### src/hdl/ppfs_pkg.sv
package ppfs_pkg;
  // Register word offsets (byte addresses = index * 4).
  localparam logic [3:0] OFS_P3_DATA = 4'h0;
  localparam logic [3:0] OFS_P3_DATA_HI = 4'h1;
  localparam logic [3:0] OFS_P3_DIR = 4'h2;
  localparam logic [3:0] OFS_P3_DIR_HI = 4'h3;
  localparam logic [3:0] OFS_P3_FSEL = 4'h4;
  localparam logic [3:0] OFS_P3_FSEL_HI = 4'h5;
  localparam logic [3:0] OFS_P0_FSEL = 4'h6;
  localparam logic [3:0] OFS_DBG_MODE = 4'h7;
  localparam logic [3:0] OFS_P3_RISE = 4'h8;
  localparam logic [3:0] OFS_P3_FALL = 4'h9;
  localparam logic [3:0] OFS_UART_CTL = 4'hA;
  localparam logic [3:0] OFS_STATUS = 4'hB;
  localparam logic [3:0] OFS_P3_PIN = 4'hC;
  // Field positions.
  localparam int BIT_P0_PIN5 = 5;
  localparam int BIT_EXT7 = 1;
  localparam int BIT_EXT8 = 9;
  localparam int BIT_UART0_RXE = 0;
  localparam int BIT_UART2_RXE = 1;
  localparam int BIT_STAT_DEBUG_RESET_INPUT = 0;
  localparam int BIT_STAT_INT7 = 1;
  localparam int BIT_STAT_INT8 = 2;
  localparam int BIT_STAT_ERR = 3;
  // Reset values.
  localparam logic [15:0] RST_P3_DATA = 16'h0000;
  localparam logic [15:0] RST_P3_DIR = 16'hFFFF;
  localparam logic [15:0] RST_P3_FSEL = 16'h0000;
  localparam logic [7:0] RST_P0_FSEL = 8'h00;
  localparam logic RST_DBG_MODE = 1'b1;
  localparam logic [15:0] RST_EDGE = 16'h0000;
  localparam logic [1:0] RST_UART_CTL = 2'h0;
  localparam logic [31:0] UNMAPPED_DATA = 32'h0000_0000;

  typedef enum logic [2:0] {
    ST_IDLE = 3'b001,
    ST_WRITE = 3'b010,
    ST_READ = 3'b100
  } ppfs_state_t;
endpackage : ppfs_pkg

### src/hdl/ppfs_reg_if.sv
`timescale 1ns/1ns
`default_nettype none
interface ppfs_reg_if;
  logic [3:0] idx;
  logic wr;
  logic [3:0] be;
  logic [31:0] wdata;
  logic [15:0] cur;
  logic [15:0] nxt;
  modport master (output idx, output wr, output be, output wdata, input nxt);
  modport merge (input idx, input wr, input be, input wdata, input cur, output nxt);
endinterface : ppfs_reg_if
`default_nettype wire

### src/hdl/ppfs_byte_merge.sv
`timescale 1ns/1ns
`default_nettype none
// Merges one bus write into a 16-bit port register. Byte writes reach either byte
// at the full offset through the byte enables, or the high byte through the high-byte alias offset.
module ppfs_byte_merge
  import ppfs_pkg::*;
#(
  parameter logic [3:0] FULL_IDX = 4'h0,
  parameter logic [3:0] HIGH_IDX = 4'h1
) (
  // Register access.
  input wire logic [3:0] idx_i,
  input wire logic wr_i,
  input wire logic [3:0] be_i,
  input wire logic [31:0] wdata_i,
  input wire logic [15:0] cur_i,
  // Merged value.
  output logic [15:0] nxt_o
);
  wire hit_full = wr_i && (idx_i == FULL_IDX);
  wire hit_high = wr_i && (idx_i == HIGH_IDX);
  wire [7:0] lo_val = (hit_full && be_i[0]) ? wdata_i[7:0] : cur_i[7:0];
  wire [7:0] hi_val = (hit_full && be_i[1]) ? wdata_i[15:8]
                    : (hit_high && be_i[0]) ? wdata_i[7:0] : cur_i[15:8];
  assign nxt_o = {hi_val, lo_val};
endmodule : ppfs_byte_merge
`default_nettype wire

### src/hdl/ppfs_top.sv
// Design decisions made here: the Avalon-MM register port and the placing of the registers.
`timescale 1ns/1ns
`default_nettype none
// Functional notes
// - Debug mode bit forces pin 5 to debug reset.
// - Data high byte reachable via 8-bit alias.
// - Direction high byte reachable via 8-bit alias.
// - Function-select high byte reachable via 8-bit alias.
// - After reset pin 5 is debug reset.
// - Bit writes act on whole byte.
module ppfs_top
  import ppfs_pkg::*;
(
  // Clock and reset.
  input wire logic mclk_i,
  input wire logic rst_n_i,
  // Avalon-MM slave.
  input wire logic [5:0] avs_address_i,
  input wire logic avs_read_i,
  input wire logic avs_write_i,
  input wire logic [3:0] avs_byteenable_i,
  input wire logic [31:0] avs_writedata_i,
  output logic [31:0] avs_readdata_o,
  output logic avs_waitrequest_o,
  // Port 0 pin 5.
  input wire logic port0_pin5_i,
  output logic debug_reset_input_o,
  output logic ext_interrupt_2_input_o,
  // Port 3 pins.
  input wire logic [15:0] port3_pin_i,
  output logic [15:0] port3_pin_o,
  output logic [15:0] port3_pin_oe_o,
  // Alternate functions on port 3.
  output logic ext_interrupt_7_input_o,
  output logic ext_interrupt_8_input_o,
  output logic uart0_receive_input_o,
  output logic uart2_receive_input_o
);
  ppfs_state_t state_ff;
  ppfs_state_t nxt_state;
  logic [3:0] idx_ff;
  logic [3:0] be_ff;
  logic [31:0] wdata_ff;
  logic [31:0] rdata_ff;
  logic [15:0] p3_data_ff;
  logic [15:0] p3_dir_ff;
  logic [15:0] p3_fsel_ff;
  logic [7:0] p0_fsel_ff;
  logic dbg_mode_ff;
  logic [15:0] rise_ff;
  logic [15:0] fall_ff;
  logic [1:0] uart_ctl_ff;
  logic err_ff;
  logic [15:0] p3_s1_ff;
  logic [15:0] p3_s2_ff;
  logic [15:0] p3_s3_ff;
  logic [15:0] p3_in_ff;
  logic p0_s1_ff;
  logic p0_s2_ff;
  logic p0_s3_ff;
  logic p0_in_ff;
  logic debug_reset_input_ff;
  logic int2_ff;
  logic int7_ff;
  logic int8_ff;
  logic rx0_ff;
  logic rx2_ff;
  logic [15:0] p3_pin_ff;
  logic [15:0] p3_oe_ff;
  logic [15:0] prev_in_ff;

  // Bus decode.
  wire [3:0] bus_idx = avs_address_i[5:2];
  wire do_wr = (state_ff == ST_WRITE);
  wire lo_be = be_ff[0];

  // Port register merges share one write path through the carrier.
  ppfs_reg_if data_if();
  ppfs_reg_if dir_if();
  ppfs_reg_if fsel_if();
  assign data_if.idx = idx_ff;
  assign data_if.wr = do_wr;
  assign data_if.be = be_ff;
  assign data_if.wdata = wdata_ff;
  assign data_if.cur = p3_data_ff;
  assign dir_if.idx = idx_ff;
  assign dir_if.wr = do_wr;
  assign dir_if.be = be_ff;
  assign dir_if.wdata = wdata_ff;
  assign dir_if.cur = p3_dir_ff;
  assign fsel_if.idx = idx_ff;
  assign fsel_if.wr = do_wr;
  assign fsel_if.be = be_ff;
  assign fsel_if.wdata = wdata_ff;
  assign fsel_if.cur = p3_fsel_ff;

  ppfs_byte_merge #(.FULL_IDX(OFS_P3_DATA), .HIGH_IDX(OFS_P3_DATA_HI)) u_data (
    .idx_i(data_if.idx),
    .wr_i(data_if.wr),
    .be_i(data_if.be),
    .wdata_i(data_if.wdata),
    .cur_i(data_if.cur),
    .nxt_o(data_if.nxt)
  );
  ppfs_byte_merge #(.FULL_IDX(OFS_P3_DIR), .HIGH_IDX(OFS_P3_DIR_HI)) u_dir (
    .idx_i(dir_if.idx),
    .wr_i(dir_if.wr),
    .be_i(dir_if.be),
    .wdata_i(dir_if.wdata),
    .cur_i(dir_if.cur),
    .nxt_o(dir_if.nxt)
  );
  ppfs_byte_merge #(.FULL_IDX(OFS_P3_FSEL), .HIGH_IDX(OFS_P3_FSEL_HI)) u_fsel (
    .idx_i(fsel_if.idx),
    .wr_i(fsel_if.wr),
    .be_i(fsel_if.be),
    .wdata_i(fsel_if.wdata),
    .cur_i(fsel_if.cur),
    .nxt_o(fsel_if.nxt)
  );

  // Writes to the data latch store whole bytes, so input-mode latches in the
  // same byte take whatever the master wrote back after its read.
  wire [15:0] nxt_p3_data = data_if.nxt;

  // Pin function selection.
  wire pin5_is_debug_reset_input = dbg_mode_ff;
  wire pin5_alt = p0_fsel_ff[BIT_P0_PIN5];
  wire sel7 = p3_fsel_ff[BIT_EXT7];
  wire sel8 = p3_fsel_ff[BIT_EXT8];
  wire [15:0] rise_evt = p3_in_ff & ~prev_in_ff & rise_ff;
  wire [15:0] fall_evt = ~p3_in_ff & prev_in_ff & fall_ff;
  wire [15:0] edge_evt = rise_evt | fall_evt;
  wire share_clash = (sel7 && uart_ctl_ff[BIT_UART0_RXE]
                      && (rise_ff[BIT_EXT7] || fall_ff[BIT_EXT7])) ||
                     (sel8 && uart_ctl_ff[BIT_UART2_RXE]
                      && (rise_ff[BIT_EXT8] || fall_ff[BIT_EXT8]));

  // Read mux.
  wire [31:0] rd_mux =
    (idx_ff == OFS_P3_DATA) ? {16'h0000, p3_data_ff} :
    (idx_ff == OFS_P3_DATA_HI) ? {24'h000000, p3_data_ff[15:8]} :
    (idx_ff == OFS_P3_DIR) ? {16'h0000, p3_dir_ff} :
    (idx_ff == OFS_P3_DIR_HI) ? {24'h000000, p3_dir_ff[15:8]} :
    (idx_ff == OFS_P3_FSEL) ? {16'h0000, p3_fsel_ff} :
    (idx_ff == OFS_P3_FSEL_HI) ? {24'h000000, p3_fsel_ff[15:8]} :
    (idx_ff == OFS_P0_FSEL) ? {24'h000000, p0_fsel_ff} :
    (idx_ff == OFS_DBG_MODE) ? {31'h0, dbg_mode_ff} :
    (idx_ff == OFS_P3_RISE) ? {16'h0000, rise_ff} :
    (idx_ff == OFS_P3_FALL) ? {16'h0000, fall_ff} :
    (idx_ff == OFS_UART_CTL) ? {30'h0, uart_ctl_ff} :
    (idx_ff == OFS_STATUS) ? {28'h0000000, err_ff, int8_ff, int7_ff, debug_reset_input_ff} :
    (idx_ff == OFS_P3_PIN) ? {16'h0000, p3_in_ff} : UNMAPPED_DATA;

  // Bus sequencer: capture, then one cycle to act, then release.
  always_comb begin
    nxt_state = ST_IDLE;
    case (state_ff)
      // The edge that shows waitrequest low ends a transfer, so it must not start another.
      ST_IDLE: begin
        if (avs_write_i && avs_waitrequest_o) begin
          nxt_state = ST_WRITE;
        end else if (avs_read_i && avs_waitrequest_o) begin
          nxt_state = ST_READ;
        end
      end
      default: nxt_state = ST_IDLE;
    endcase
  end

  always_ff @(posedge mclk_i) begin
    if (!rst_n_i) begin
      state_ff <= ST_IDLE;
      idx_ff <= 4'h0;
      be_ff <= 4'h0;
      wdata_ff <= 32'h0000_0000;
      rdata_ff <= 32'h0000_0000;
      avs_waitrequest_o <= 1'b1;
    end else begin
      state_ff <= nxt_state;
      avs_waitrequest_o <= !(nxt_state == ST_IDLE && state_ff != ST_IDLE);
      if (state_ff == ST_IDLE) begin
        idx_ff <= bus_idx;
        be_ff <= avs_byteenable_i;
        wdata_ff <= avs_writedata_i;
      end
      if (state_ff == ST_READ) begin
        rdata_ff <= rd_mux;
      end
    end
  end
  assign avs_readdata_o = rdata_ff;

  // Register file.
  always_ff @(posedge mclk_i) begin
    if (!rst_n_i) begin
      p3_data_ff <= RST_P3_DATA;
      p3_dir_ff <= RST_P3_DIR;
      p3_fsel_ff <= RST_P3_FSEL;
      p0_fsel_ff <= RST_P0_FSEL;
      dbg_mode_ff <= RST_DBG_MODE;
      rise_ff <= RST_EDGE;
      fall_ff <= RST_EDGE;
      uart_ctl_ff <= RST_UART_CTL;
    end else begin
      p3_data_ff <= nxt_p3_data;
      p3_dir_ff <= dir_if.nxt;
      p3_fsel_ff <= fsel_if.nxt;
      if (do_wr && lo_be) begin
        if (idx_ff == OFS_P0_FSEL) begin
          p0_fsel_ff <= wdata_ff[7:0];
        end else if (idx_ff == OFS_DBG_MODE) begin
          dbg_mode_ff <= wdata_ff[0];
        end else if (idx_ff == OFS_UART_CTL) begin
          uart_ctl_ff <= wdata_ff[1:0];
        end
      end
      if (do_wr && idx_ff == OFS_P3_RISE) begin
        rise_ff[7:0] <= be_ff[0] ? wdata_ff[7:0] : rise_ff[7:0];
        rise_ff[15:8] <= be_ff[1] ? wdata_ff[15:8] : rise_ff[15:8];
      end
      if (do_wr && idx_ff == OFS_P3_FALL) begin
        fall_ff[7:0] <= be_ff[0] ? wdata_ff[7:0] : fall_ff[7:0];
        fall_ff[15:8] <= be_ff[1] ? wdata_ff[15:8] : fall_ff[15:8];
      end
    end
  end

  // Pin synchronisers: a change counts once stages two and three agree.
  always_ff @(posedge mclk_i) begin
    if (!rst_n_i) begin
      p3_s1_ff <= 16'h0000;
      p3_s2_ff <= 16'h0000;
      p3_s3_ff <= 16'h0000;
      p3_in_ff <= 16'h0000;
      prev_in_ff <= 16'h0000;
      p0_s1_ff <= 1'b0;
      p0_s2_ff <= 1'b0;
      p0_s3_ff <= 1'b0;
      p0_in_ff <= 1'b0;
    end else begin
      p3_s1_ff <= port3_pin_i;
      p3_s2_ff <= p3_s1_ff;
      p3_s3_ff <= p3_s2_ff;
      p3_in_ff <= (p3_s2_ff & p3_s3_ff) | (p3_in_ff & (p3_s2_ff | p3_s3_ff));
      prev_in_ff <= p3_in_ff;
      p0_s1_ff <= port0_pin5_i;
      p0_s2_ff <= p0_s1_ff;
      p0_s3_ff <= p0_s2_ff;
      p0_in_ff <= (p0_s2_ff & p0_s3_ff) | (p0_in_ff & (p0_s2_ff | p0_s3_ff));
    end
  end

  // Alternate function outputs. Interrupt 7 and 8 outputs pulse one cycle per edge; interrupt 2 follows the pin level.
  always_ff @(posedge mclk_i) begin
    if (!rst_n_i) begin
      debug_reset_input_ff <= 1'b0;
      int2_ff <= 1'b0;
      int7_ff <= 1'b0;
      int8_ff <= 1'b0;
      rx0_ff <= 1'b1;
      rx2_ff <= 1'b1;
      p3_pin_ff <= 16'h0000;
      p3_oe_ff <= 16'h0000;
      err_ff <= 1'b0;
    end else begin
      debug_reset_input_ff <= pin5_is_debug_reset_input && p0_in_ff;
      int2_ff <= !pin5_is_debug_reset_input && pin5_alt && p0_in_ff;
      int7_ff <= sel7 && edge_evt[BIT_EXT7];
      int8_ff <= sel8 && edge_evt[BIT_EXT8];
      rx0_ff <= (sel7 && uart_ctl_ff[BIT_UART0_RXE]) ? p3_in_ff[BIT_EXT7] : 1'b1;
      rx2_ff <= (sel8 && uart_ctl_ff[BIT_UART2_RXE]) ? p3_in_ff[BIT_EXT8] : 1'b1;
      p3_pin_ff <= p3_data_ff;
      p3_oe_ff <= ~p3_dir_ff & ~p3_fsel_ff;
      err_ff <= share_clash;
    end
  end
  assign debug_reset_input_o = debug_reset_input_ff;
  assign ext_interrupt_2_input_o = int2_ff;
  assign ext_interrupt_7_input_o = int7_ff;
  assign ext_interrupt_8_input_o = int8_ff;
  assign uart0_receive_input_o = rx0_ff;
  assign uart2_receive_input_o = rx2_ff;
  assign port3_pin_o = p3_pin_ff;
  assign port3_pin_oe_o = p3_oe_ff;

  // Assertions.
  property p_debug_reset_input_override;
    @(posedge mclk_i) disable iff (!rst_n_i)
      dbg_mode_ff |=> !ext_interrupt_2_input_o;
  endproperty
  a_debug_reset_input_override: assert property (p_debug_reset_input_override) else $error("pin5 left debug role");
  property p_data_hi;
    @(posedge mclk_i) disable iff (!rst_n_i)
      (do_wr && idx_ff == OFS_P3_DATA_HI && be_ff[0]) |=> p3_data_ff[15:8] == $past(wdata_ff[7:0]);
  endproperty
  a_data_hi: assert property (p_data_hi) else $error("data high alias write lost");
  property p_dir_hi;
    @(posedge mclk_i) disable iff (!rst_n_i)
      (do_wr && idx_ff == OFS_P3_DIR_HI && be_ff[0]) |=> p3_dir_ff[15:8] == $past(wdata_ff[7:0]);
  endproperty
  a_dir_hi: assert property (p_dir_hi) else $error("direction high alias write lost");
  property p_fsel_hi;
    @(posedge mclk_i) disable iff (!rst_n_i)
      (do_wr && idx_ff == OFS_P3_FSEL_HI && be_ff[0]) |=> p3_fsel_ff[15:8] == $past(wdata_ff[7:0]);
  endproperty
  a_fsel_hi: assert property (p_fsel_hi) else $error("function high alias write lost");
  property p_hi_keeps_lo;
    @(posedge mclk_i) disable iff (!rst_n_i)
      (do_wr && idx_ff == OFS_P3_DATA_HI) |=> $stable(p3_data_ff[7:0]);
  endproperty
  a_hi_keeps_lo: assert property (p_hi_keeps_lo) else $error("alias write hit low byte");
  property p_no_edge7;
    @(posedge mclk_i) disable iff (!rst_n_i)
      (!rise_ff[BIT_EXT7] && !fall_ff[BIT_EXT7]) |=> !ext_interrupt_7_input_o;
  endproperty
  a_no_edge7: assert property (p_no_edge7) else $error("int7 fired with no edge select");
  property p_no_edge8;
    @(posedge mclk_i) disable iff (!rst_n_i)
      (!rise_ff[BIT_EXT8] && !fall_ff[BIT_EXT8]) |=> !ext_interrupt_8_input_o;
  endproperty
  a_no_edge8: assert property (p_no_edge8) else $error("int8 fired with no edge select");
  property p_reset_debug_reset_input;
    @(posedge mclk_i) !rst_n_i |=> dbg_mode_ff;
  endproperty
  a_reset_debug_reset_input: assert property (p_reset_debug_reset_input) else $error("debug mode not set by reset");
  property p_ack;
    @(posedge mclk_i) disable iff (!rst_n_i)
      (avs_write_i && avs_waitrequest_o && state_ff == ST_IDLE) |-> ##2 !avs_waitrequest_o;
  endproperty
  a_ack: assert property (p_ack) else $error("write not answered in two cycles");
endmodule : ppfs_top
`default_nettype wire

### config.mk
export PLATFORM = sky130hd
export DESIGN_NAME = ppfs_top
export DESIGN_NICKNAME = d
export VERILOG_FILES = /design/src/hdl/ppfs_pkg.sv /design/src/hdl/ppfs_reg_if.sv /design/src/hdl/ppfs_byte_merge.sv /design/src/hdl/ppfs_top.sv
export SDC_FILE = /design/constraint.sdc
export NUM_CORES = 1
export LEC_CHECK = 0
export BUFFER_PORTS_ARGS = -buffer_cell sky130_fd_sc_hd__buf_4
export CORE_UTILIZATION = 51
export DETAILED_ROUTE_END_ITERATION = 10
export GPL_TIMING_DRIVEN = 0
export PLACE_DENSITY = 0.78
export RECOVER_POWER = 50
export SYNTH_ARGS = -nofsm -noshare
export SYNTH_HDL_FRONTEND = slang
export SYNTH_SLANG_ARGS = --single-unit
export TNS_END_PERCENT = 10
### constraint.sdc
create_clock -name mclk_i -period 1.5 [get_ports mclk_i]
set_input_delay 0.075 -clock mclk_i [delete_from_list [all_inputs] [get_ports mclk_i]]
set_output_delay 0.075 -clock mclk_i [all_outputs]
set_load 0.05 [all_outputs]
==> out/metrics.yaml <==
hold_start: "rst_n_i"
dp_hpwl_mm: 21.3
initial_core_util: 0.522
syn_area_mm2: 0.00941
grt_first_pass_wirelength_mm: 48.0
dieWidth_um: 138
grt_setup_unrepaired: "yes"
multi_input_area_mm2: 0.00470
period_share: 1.12
drt_iter0_drc: 750
finalWorstSetupSlack_ns: -0.178
yosysMostFrequentCell: "dfxtp_1"
hold_class: "input pin to flop"
die_h_um: 138
nets: 1296
grtUsageTotal: 0.342
cts_tree: "built"
clk_pin_slew_ns: 0.07
setup_viol: 87
violations: "negative setup slack"
finClkSkew_ns: 0.00947
relSlewSlack: 0.330
netlist_top_cells_area: "dfxtp_1, mux2i_1, and2_1"
async_reset_ff_frac: 0
synth_edf_count: 0
gr-total-overflow: 0
viasPerCell: 5.87
postLayoutCellArea_mm2: 0.0129
r2r_setup_slack_ns: -0.18
synth-seq-cells: 242
status: "finished with violations"
core-area_mm2: 0.0180
fp-row-count: 49
slew_viol_final: 0
hold_viol_final: 0
ys_seq_area_frac: 0.515
fill_cells: 1299
arrival_ns: 2.08
end_kind: "flop"
netlist_top_cells_count: "dfxtp_1, nand2_1, a21oi_1, and2_1, nor2_1"
hold-path-endpoint: "data_if.cur[9]"
yosys_warnings: 0
seqCellArea_mm2: 0.00486
place.gp.congestion: 1.01
route.detailed.drc: 0
holdPathStages: 5
h-tree-depth: 1
firstDrtPassIters: 9
rr_worst_depth: 8
port_buffers: 97
wl_mm: 32.1
cts.path.max_buffers: 3
ir_drop_mv: 1.09
ios: 134
tightest_slew_ns: 1.00
drive_above_1_share: 0.269
min_period_ns: 1.68
syn_inst: 1019
rr_endpoint: "avs_readdata_o[6]"
antennaDiodeCount: 0
clkSinkCount: 242
synth.distinct_cells: 62
avgSynthCellArea_um2: 9.23
insertion_delay_ns: 0.53
via_count: 8681
yosysTopAreaCellShare: 0.515
ys.flop_type: "dfxtp_1"
power_density_mw_per_mm2: 1240
ant_nets: 0
startpoint_type: "flop"
antenna_found_initial: 0
cts_buffers: 24
yosys.area.top_type: "dfxtp_1"
area_growth_pct: 37.4
post_drt_wl_per_cell_um: 21.7
grt_max_degree: 16
critPathKind: "flop to flop"
rr_startpoint: "data_if.idx[0]"
fmax_mhz: 596
die_area_mm2: 0.0190
cts_root_buf: "clkbuf_16"
grt_pass1_vias: 8119
p_leak_nw: 5.37
startpoint: "data_if.idx[0]"
placed_area_mm2: 0.0105
setup_tns_ns: -6.87
worstPathMaxFanout: 10
drv_cap: 0
required_ns: 1.90
-- layer usage --
metal	GRT usage	up-vias	wire (um)
met2	0.539	495	14600
li1	-	3952	-
met1	0.439	4111	12800
met5	0	-	0
met4	0.175	0	1820
met3	0.0758	123	2880
-- cell type report --
cell class,instances,share of cell area
Clock inverter,15,0.0190
Inverter,12,0.00349
Buffer,85,0.0540
Tap cell,229,0.0222
Timing Repair Buffer,174,0.111
Sequential cell,242,0.376
Multi-Input combinational cell,694,0.364
Clock buffer,29,0.0510
-- how the worst max path moves through the flow --
stage / to / cells past startpoint
2_1_floorplan: avs_readdata_o[5] / 8
3_3_place_gp: avs_readdata_o[7] / 7
3_5_place_dp: avs_readdata_o[7] / 7
4_1_cts: avs_readdata_o[13] / 7
5_1_grt: avs_readdata_o[5] / 8
6_report: avs_readdata_o[6] / 8
-- critical path, cell delays in order (launching register included) --
cell and delay [ns]:
dfxtp_2 0.32, buf_8 0.14, buf_12 0.15, buf_12 0.15, nor3_4 0.12, a21oi_2 0.05, a32o_2 0.30, o22ai_2 0.19
a31oi_1 0.10
-- flip-flops by register name (all words and copies together) (netlist names), 2 cells and up --
signal	flops
data_if.wdata	16
p3_s3_ff	16
fsel_if.cur	16
data_if.cur	16
p3_s2_ff	16
avs_readdata_o	16
data_if.idx	4
prev_in_ff	2
p0_fsel_ff	8
port3_pin_oe_o	16
rise_ff	16
p3_in_ff	16
be_ff	2
uart_ctl_ff	2
dir_if.cur	16
p3_s1_ff	16
state_ff	3
fall_ff	16
port3_pin_o	16
-- logic make-up (layout without fill, tap and decap cells) --
kind of cell,Yosys count,in the layout,share of synthesized area
multiplexers,63,63,0.0676
flip-flops,242,242,0.515
other,1,16,0.000399
AO/OA/AOI/OAI,248,248,0.170
AND/OR/NAND/NOR,367,367,0.194
buffers and inverters,98,315,0.0532
-- report_power, final --
group,internal [mW],total [mW],switching [mW]
combinational,1.05,2.57,1.53
clock,4.18,6.77,2.59
sequential,6.58,6.74,0.162
total,11.8,16.1,4.28
-- placed cells by master, fill, tap and decap left out, types with 10 or more instances in the layout --
cell type      Yosys  routed
a21oi_1           83      58
a21oi_2            1      25
a22o_1            28      28
a31oi_1           16      15
and2_0             0      30
and2_1            70      39
buf_12             0      11
buf_4             24     131
buf_6              1      19
clkbuf_1          41      32
clkbuf_16          0      24
clkbuf_2           0      15
conb_1             1      16
dfxtp_1          242     236
dlygate4sd3_1      0      41
inv_1             12      11
mux2i_1           59      56
nand2_1          114     105
nand2b_1          17      15
nand3_1           34      31
nor2_1            68      63
nor3_1            23      20
o211ai_1          10      10
o21ai_0           56      45
o21ai_1            1      12
-- what timing repair did --
item	4_1_cts	5_1_grt
gates cloned	1	0
setup endpoints to repair	128	125
gates resized for setup	138	96
buffers inserted	16	19
hold buffers	41	0
endpoints found under the hold margin	42	0
pin swaps	24	48
-- per-stage QoR --
stage	util	worst slack, ns	total power, mW	std cells	hold WS, ns
floorplan	-	-0.00153	7.93	1034	0.184
global placement	0.581	-0.568	8.60	1360	0.282
detailed placement	0.581	-0.589	8.60	1360	0.286
CTS	0.690	-0.143	15.7	1461	0.110
global route	0.717	-0.203	16.5	1480	0.187
finish	0.717	-0.178	16.1	1480	0.178
No activity file was read; power rests on OpenSTA's default activity.
